[config.mk]
export PLATFORM = sky130hd
export DESIGN_NAME = fkas_top
export DESIGN_NICKNAME = d
export VERILOG_FILES = /design/src/verilog/fkas_pkg.sv /design/src/verilog/fkas_perm_if.sv /design/src/verilog/fkas_gate.sv /design/src/verilog/fkas_top.sv
export SDC_FILE = /design/constraint.sdc
export NUM_CORES = 1
export LEC_CHECK = 0
export ABC_CLOCK_PERIOD_IN_PS = 4550
export BUFFER_PORTS_ARGS = -buffer_cell sky130_fd_sc_hd__buf_2
export CAP_MARGIN = 0
export CORE_MARGIN = 2
export CORE_UTILIZATION = 30
export DETAILED_ROUTE_END_ITERATION = 6
export PLACE_DENSITY = 0.65
export SLEW_MARGIN = 10
export SYNTH_ARGS = -nofsm -noshare
export SYNTH_HDL_FRONTEND = slang
export SYNTH_SLANG_ARGS = --single-unit
export TNS_END_PERCENT = 100
[constraint.sdc]
create_clock -name core_clk -period 4.55 [get_ports core_clk]
set_input_delay 0.2275 -clock core_clk [delete_from_list [all_inputs] [get_ports core_clk]]
set_output_delay 0.2275 -clock core_clk [all_outputs]
set_load 0.02 [all_outputs]
[src/verilog/fkas_pkg.sv]
// constants and types of the flash key and array select block
package fkas_pkg;

   // ----------------------------------------------------------------
   // register map (byte addresses, one 32-bit word each)
   // ----------------------------------------------------------------
   localparam logic [11:0] FKAS_OFF_KEY = 12'h000;
   localparam logic [11:0] FKAS_OFF_CCS = 12'h004;
   localparam logic [11:0] FKAS_OFF_SEL = 12'h008;
   localparam logic [11:0] FKAS_OFF_STAT = 12'h00c;

   // ----------------------------------------------------------------
   // field layout and values
   // ----------------------------------------------------------------
   localparam int FKAS_REG_W = 8;
   localparam int FKAS_DLREQ_BIT = 0;
   localparam logic [7:0] FKAS_KEY_DL = 8'ha5;
   localparam logic [7:0] FKAS_KEY_PE = 8'h5a;
   localparam logic [7:0] FKAS_KEY_RST = 8'h00;
   localparam logic [7:0] FKAS_SEL_BOOT = 8'haa;
   localparam logic [7:0] FKAS_SEL_RST = 8'h00;

   // status register bit positions
   localparam int FKAS_ST_DL_OK = 0;
   localparam int FKAS_ST_PE_OK = 1;
   localparam int FKAS_ST_BOOT = 2;
   localparam int FKAS_ST_PE_ALLOW = 3;
   localparam int FKAS_ST_DL_BUSY = 4;
   localparam int FKAS_ST_CAPT = 5;
   localparam int FKAS_ST_MODE_LO = 6;

   // edges after reset release before the start mode strap is taken
   localparam logic [1:0] FKAS_CAPT_WAIT = 2'h2;

   // ----------------------------------------------------------------
   // start-up modes
   // ----------------------------------------------------------------
   typedef enum logic [1:0] {
      FKAS_MODE_USER,
      FKAS_MODE_USER_BOOT,
      FKAS_MODE_BOOT,
      FKAS_MODE_PROGRAMMER
   } fkas_mode_e;

endpackage : fkas_pkg

[src/verilog/fkas_perm_if.sv]
// signals between the register core and the permission decoder
`timescale 1ns/1ps
interface fkas_perm_if;
   import fkas_pkg::*;
   logic [7:0] key;
   logic [7:0] sel;
   fkas_mode_e mode;
   logic dl_key_ok;
   logic pe_key_ok;
   logic boot_sel;
   logic pe_allowed;

   modport core (output key, output sel, output mode,
                 input dl_key_ok, input pe_key_ok, input boot_sel, input pe_allowed);
   modport gate (input key, input sel, input mode,
                 output dl_key_ok, output pe_key_ok, output boot_sel, output pe_allowed);
endinterface : fkas_perm_if

[src/verilog/fkas_gate.sv]
// permission decoder: key comparisons and array choice
`timescale 1ns/1ps
module fkas_gate (
   // link to the register core
   fkas_perm_if.gate perm
);
   import fkas_pkg::*;

   wire mode_may_prog_boot;

   // compared against the live key every cycle, never latched
   assign perm.dl_key_ok = (perm.key == FKAS_KEY_DL);
   assign perm.pe_key_ok = (perm.key == FKAS_KEY_PE);
   assign perm.boot_sel = (perm.sel == FKAS_SEL_BOOT);
   assign mode_may_prog_boot = (perm.mode == FKAS_MODE_BOOT) ||
                               (perm.mode == FKAS_MODE_PROGRAMMER);
   assign perm.pe_allowed = perm.pe_key_ok &&
                            (!perm.boot_sel || mode_may_prog_boot);

endmodule : fkas_gate

[src/verilog/fkas_top.sv]
// flash key and array select registers behind an apb slave
`timescale 1ns/1ps
module fkas_top (
   // clock and reset
   input wire logic core_clk,
   input wire logic rst_n,
   // apb slave
   input wire logic psel,
   input wire logic penable,
   input wire logic pwrite,
   input wire logic [11:0] paddr,
   input wire logic [31:0] pwdata,
   input wire logic [3:0] pstrb,
   output logic [31:0] prdata,
   output logic pready,
   output logic pslverr,
   // chip state
   input wire logic [1:0] start_mode,
   input wire logic ram_exec,
   input wire logic download_done,
   // flash control
   output logic download_req,
   output logic prog_erase_en,
   output logic boot_array_sel
);
   import fkas_pkg::*;

   // ----------------------------------------------------------------
   // address decode
   // ----------------------------------------------------------------
   function automatic logic addr_hit(input logic [11:0] a, input logic [11:0] off);
      addr_hit = (a == off);
   endfunction : addr_hit

   wire hit_key = addr_hit(paddr, FKAS_OFF_KEY);
   wire hit_ccs = addr_hit(paddr, FKAS_OFF_CCS);
   wire hit_sel = addr_hit(paddr, FKAS_OFF_SEL);
   wire hit_stat = addr_hit(paddr, FKAS_OFF_STAT);
   wire hit_any = hit_key || hit_ccs || hit_sel || hit_stat;
   wire setup_ph = psel && !penable;
   wire access_ph = psel && penable;
   wire wr_en = access_ph && pwrite && hit_any && pstrb[0];

   // ----------------------------------------------------------------
   // state
   // ----------------------------------------------------------------
   logic [7:0] key_r;
   logic [7:0] sel_r;
   logic [7:0] sel_nxt;
   logic dl_req_r;
   logic dl_req_nxt;
   logic [31:0] prdata_r;
   logic [31:0] rd_nxt;
   logic [1:0] mode_s1_r;
   logic [1:0] mode_s2_r;
   fkas_mode_e mode_r;
   logic capt_r;
   logic [1:0] capt_cnt_r;

   fkas_perm_if perm ();

   assign perm.key = key_r;
   assign perm.sel = sel_r;
   assign perm.mode = mode_r;

   fkas_gate u_gate (
      .perm (perm.gate)
   );

   // ----------------------------------------------------------------
   // start mode strap, synchronised then caught once after reset
   // ----------------------------------------------------------------
   always_ff @(posedge core_clk) begin
      if (!rst_n) begin
         mode_s1_r <= 2'h0;
         mode_s2_r <= 2'h0;
      end else begin
         mode_s1_r <= start_mode;
         mode_s2_r <= mode_s1_r;
      end
   end

   wire capt_now = !capt_r && (capt_cnt_r == FKAS_CAPT_WAIT);

   always_ff @(posedge core_clk) begin
      if (!rst_n) begin
         capt_cnt_r <= 2'h0;
         capt_r <= 1'b0;
         mode_r <= FKAS_MODE_USER;
      end else if (capt_now) begin
         capt_r <= 1'b1;
         mode_r <= fkas_mode_e'(mode_s2_r);
      end else if (!capt_r) begin
         capt_cnt_r <= capt_cnt_r + 2'h1;
      end
   end

   // ----------------------------------------------------------------
   // key register
   // ----------------------------------------------------------------
   always_ff @(posedge core_clk) begin
      if (!rst_n) begin
         key_r <= FKAS_KEY_RST;
      end else if (wr_en && hit_key) begin
         key_r <= pwdata[7:0];
      end
   end

   // ----------------------------------------------------------------
   // array select register
   // ----------------------------------------------------------------
   // initial value only exists once the strap is known, so writes wait for it
   wire sel_wr_ok = wr_en && hit_sel && ram_exec && capt_r;

   always_comb begin
      sel_nxt = sel_r;
      if (capt_now && (fkas_mode_e'(mode_s2_r) == FKAS_MODE_USER_BOOT)) begin
         sel_nxt = FKAS_SEL_BOOT;
      end else if (sel_wr_ok && (mode_r != FKAS_MODE_USER)) begin
         sel_nxt = sel_r | pwdata[7:0];
      end
   end

   always_ff @(posedge core_clk) begin
      if (!rst_n) begin
         sel_r <= FKAS_SEL_RST;
      end else begin
         sel_r <= sel_nxt;
      end
   end

   // ----------------------------------------------------------------
   // download request
   // ----------------------------------------------------------------
   wire dl_set = wr_en && hit_ccs && pwdata[FKAS_DLREQ_BIT] && ram_exec &&
                 perm.dl_key_ok;

   always_comb begin
      dl_req_nxt = dl_req_r;
      if (dl_set) begin
         dl_req_nxt = 1'b1;
      end else if (download_done) begin
         dl_req_nxt = 1'b0;
      end
   end

   always_ff @(posedge core_clk) begin
      if (!rst_n) begin
         dl_req_r <= 1'b0;
      end else begin
         dl_req_r <= dl_req_nxt;
      end
   end

   // ----------------------------------------------------------------
   // read data, taken in the setup phase so access completes at once
   // ----------------------------------------------------------------
   wire [7:0] stat_val = {mode_r, capt_r, dl_req_r, perm.pe_allowed,
                          perm.boot_sel, perm.pe_key_ok, perm.dl_key_ok};

   always_comb begin
      rd_nxt = 32'h0000_0000;
      if (hit_key) begin
         rd_nxt[7:0] = key_r;
      end else if (hit_sel) begin
         rd_nxt[7:0] = sel_r;
      end else if (hit_stat) begin
         rd_nxt[7:0] = stat_val;
      end
      // control/status word reads zero: the request bit is write-only
      if (hit_ccs) begin
         rd_nxt = 32'h0000_0000;
      end
   end

   always_ff @(posedge core_clk) begin
      if (!rst_n) begin
         prdata_r <= 32'h0000_0000;
      end else if (setup_ph && !pwrite) begin
         prdata_r <= rd_nxt;
      end
   end

   // ----------------------------------------------------------------
   // outputs
   // ----------------------------------------------------------------
   assign prdata = prdata_r;
   assign pready = 1'b1;
   assign pslverr = access_ph && !hit_any;
   assign download_req = dl_req_r;
   assign prog_erase_en = perm.pe_allowed;
   assign boot_array_sel = perm.boot_sel;

endmodule : fkas_top

==> flow_summary.json <==
{
  "status": "completed",
  "synth_flop_cell": "dfxtp_1",
  "finalSetupViolations": 0,
  "cts_tree": "yes",
  "clk_pin_slew_ns": 0.07,
  "layout_commonest_cell": "buf_2",
  "syn_area_per_cell_sq_um": 9.05,
  "layout-drive-gt1-share_pct": 24.4,
  "r2r_slack_ns": 2.99,
  "post_cts_buffers": 0,
  "reg2reg_depth": 4,
  "crit_type": "reg2out",
  "max_cap_violations": 0,
  "yosysTopAreaCell": "dfxtp_1",
  "gp_congestion": 0.825,
  "p_clk_share_pct": 34.9,
  "synth_edf_count": 0,
  "detail-route-antenna-nets": 0,
  "wirelength_microns": 4070,
  "netlist_area_sq_um": 1860,
  "r2r-start": "perm.sel[0]$_SDFFE_PP0P_",
  "numClockSinks": 34,
  "cpPeakStageDelay_ns": 0.54,
  "dr_wl_met3_microns": 356,
  "ys_seq_elements": 34,
  "synth.top_cell.area_share_pct": 36.5,
  "track_usage_pct": 12.1,
  "finalHoldViolations": 0,
  "switching_share_pct": 27.0,
  "dpl_cell_area_sq_um": 2030,
  "rr_endpoint": "prdata[3]$_SDFFE_PN0P_",
  "finalNonFillerCells": 321,
  "crit_chain": "or4b_4, o311ai_2, inv_1, buf_2",
  "nFillCells": 633,
  "die_w_microns": 82.8,
  "cts_max_level": 2,
  "diodes": 0,
  "p_leak_nw": 0.946,
  "die_h_microns": 82.8,
  "crit_arrival_ns": 1.66,
  "worst_pin_slew_ns": 0.550,
  "ir_drop_uv": 108,
  "ys_seq_area_share_pct": 36.5,
  "pin_count": 94,
  "dr_wl_met2_microns": 1700,
  "min_period_ns": 1.89,
  "grt_pass1_vias": 1348,
  "setup.worst_path.end": "prog_erase_en",
  "core_area_sq_um": 5960,
  "clockRootBuffer": "clkbuf_8",
  "critPathMaxFanout": 3,
  "area_growth_pct": 13.6,
  "clock_path_buffers": 2,
  "power_frac_comb_pct": 16.2,
  "yosysWarnings": 0,
  "setup.worst_path.start": "perm.sel[0]$_SDFFE_PP0P_",
  "synthTopCellsByArea": "dfxtp_1, buf_4, mux2i_1",
  "cp-start-kind": "flop",
  "hold_class": "in2reg",
  "initial_core_util_pct": 31.3,
  "drc": 0,
  "clock.fmax_ghz": 0.530,
  "slew_violations": 0,
  "layout_common_cells": "buf_2, dfxtp_1, conb_1",
  "endpoint_kind": "output port",
  "p_int_uw": 477,
  "placed_cells": 313,
  "hpwlAfterDp_microns": 3110,
  "wl_met1_microns": 1930,
  "synth_cell_type_count": 44,
  "synthArstFlopShare_pct": 0,
  "grt_max_degree": 26,
  "slew_headroom_pct": 63.2,
  "rsz0062_at_grt": "false",
  "cp.required_ns": 4.32,
  "nets": 303,
  "wl_per_cell_microns": 12.7,
  "hold_buffers": 0,
  "top_layer": "met4",
  "switchingPower_uw": 176,
  "routed_via_density": 4.71,
  "io_buffers": 41,
  "route.vias.total": 1513,
  "rows": 28,
  "grt_pass1_wl_microns": 6660,
  "final_area_sq_um": 2120,
  "cts_resized": 0,
  "skew_ns": 0.00567,
  "p_seq_share_pct": 48.9,
  "drt-pass1-iter-count": 4,
  "die-area_sq_um": 6860,
  "fin_crit_sh_pct": 41.5,
  "clock_latency_ns": 0.29,
  "syn_inst": 206,
  "crit_path_top_delay_cell": "or4b_4",
  "antenna_found_initial": 0,
  "powerDensity_nw_per_um2": 309,
  "numCtsBuffers": 5,
  "drtIter0Drc": 92,
  "grt-ovfl-total": 0,
  "tns_ns": 0
}
[flip-flops by register name, summed over array words and instances, names as in the netlist]
name          flops
capt_cnt_r        2
mode_s2_r         2
capt_r            1
key_r             8
mode_r            2
prdata            8
perm.sel          8
mode_s1_r         2
download_req      1
[cell usage after synthesis, types with 3 or more instances]
library cell	number
nand4_1	6
clkbuf_1	3
a21boi_1	5
inv_1	7
nor2_1	17
o21ai_0	5
o22ai_1	4
dfxtp_1	34
and2b_2	3
buf_4	27
nand2_1	14
and2_1	7
o31ai_1	4
a41oi_1	4
mux2i_1	10
nor4bb_1	4
nor2b_1	14
nand2b_1	5
[layout make-up]
cell class	instances	area, sq um	area share (%)
Tap cell	75	93.8	4.43
Sequential cell	34	681	32.2
Inverter	7	26.3	1.24
Timing Repair Buffer	41	205	9.69
Clock inverter	1	5.00	0.236
Clock buffer	7	86.3	4.08
Multi-Input combinational cell	156	1020	48.2
[cells by family after synthesis]
| family | Yosys count | share of synthesized area (%) |
|---|---|---|
| flip-flops | 34 | 36.5 |
| AO/OA/AOI/OAI | 31 | 13.1 |
| adder cells (fa/ha/maj) | 1 | 0.671 |
| buffers and inverters | 39 | 13.4 |
| multiplexers | 10 | 5.37 |
| XOR/XNOR | 1 | 0.470 |
| AND/OR/NAND/NOR | 88 | 30.1 |
| other | 2 | 0.403 |
[power groups by stage]
stage          Clock (mW)  Combinational [mW]  Sequential, mW
3_3_place_gp            0               0.103           0.326
3_5_place_dp            0               0.107           0.327
4_1_cts             0.237               0.108           0.320
6_report            0.228               0.106           0.320
5_1_grt             0.250               0.120           0.321
2_1_floorplan           0              0.0973           0.324
[per-stage QoR]
stage / hold slack (ns) / setup slack (ns) / util (%) / power, mW
finish: 0.150 / 2.66 / 35.5 / 0.654
global route: 0.151 / 2.57 / 35.5 / 0.691
floorplan: 0.355 / 3.09 / - / 0.422
global placement: 0.417 / 2.70 / 34.0 / 0.430
detailed placement: 0.419 / 2.65 / 34.0 / 0.433
CTS: 0.143 / 2.65 / 35.5 / 0.664
[layer usage]
metal	vias up	global-route usage (%)
met5	-	0
met4	0	5.81
met3	7	3.58
met2	66	17.5
met1	689	16.5
li1	751	-
[worst max-delay path, delay by kind of cell (launching register included)]
family | cells | cell delay (ns)
AO/OA/AOI/OAI | 1 | 0.27
buffers and inverters | 2 | 0.23
flip-flops | 1 | 0.33
AND/OR/NAND/NOR | 1 | 0.54
[worst min-delay path by stage]
| stage | cells after the start | end | start |
|---|---|---|---|
| 2_1_floorplan | 1 | mode_s1_r[0]$_SDFF_PN0_ | start_mode[0] |
| 3_3_place_gp | 1 | mode_s2_r[0]$_SDFF_PN0_ | mode_s1_r[0]$_SDFF_PN0_ |
| 3_5_place_dp | 1 | mode_s2_r[1]$_SDFF_PN0_ | mode_s1_r[1]$_SDFF_PN0_ |
| 4_1_cts | 2 | mode_s1_r[0]$_SDFF_PN0_ | start_mode[0] |
| 5_1_grt | 2 | mode_s1_r[0]$_SDFF_PN0_ | start_mode[0] |
| 6_report | 2 | mode_s1_r[1]$_SDFF_PN0_ | start_mode[1] |
(Power assumes the default switching activity.)
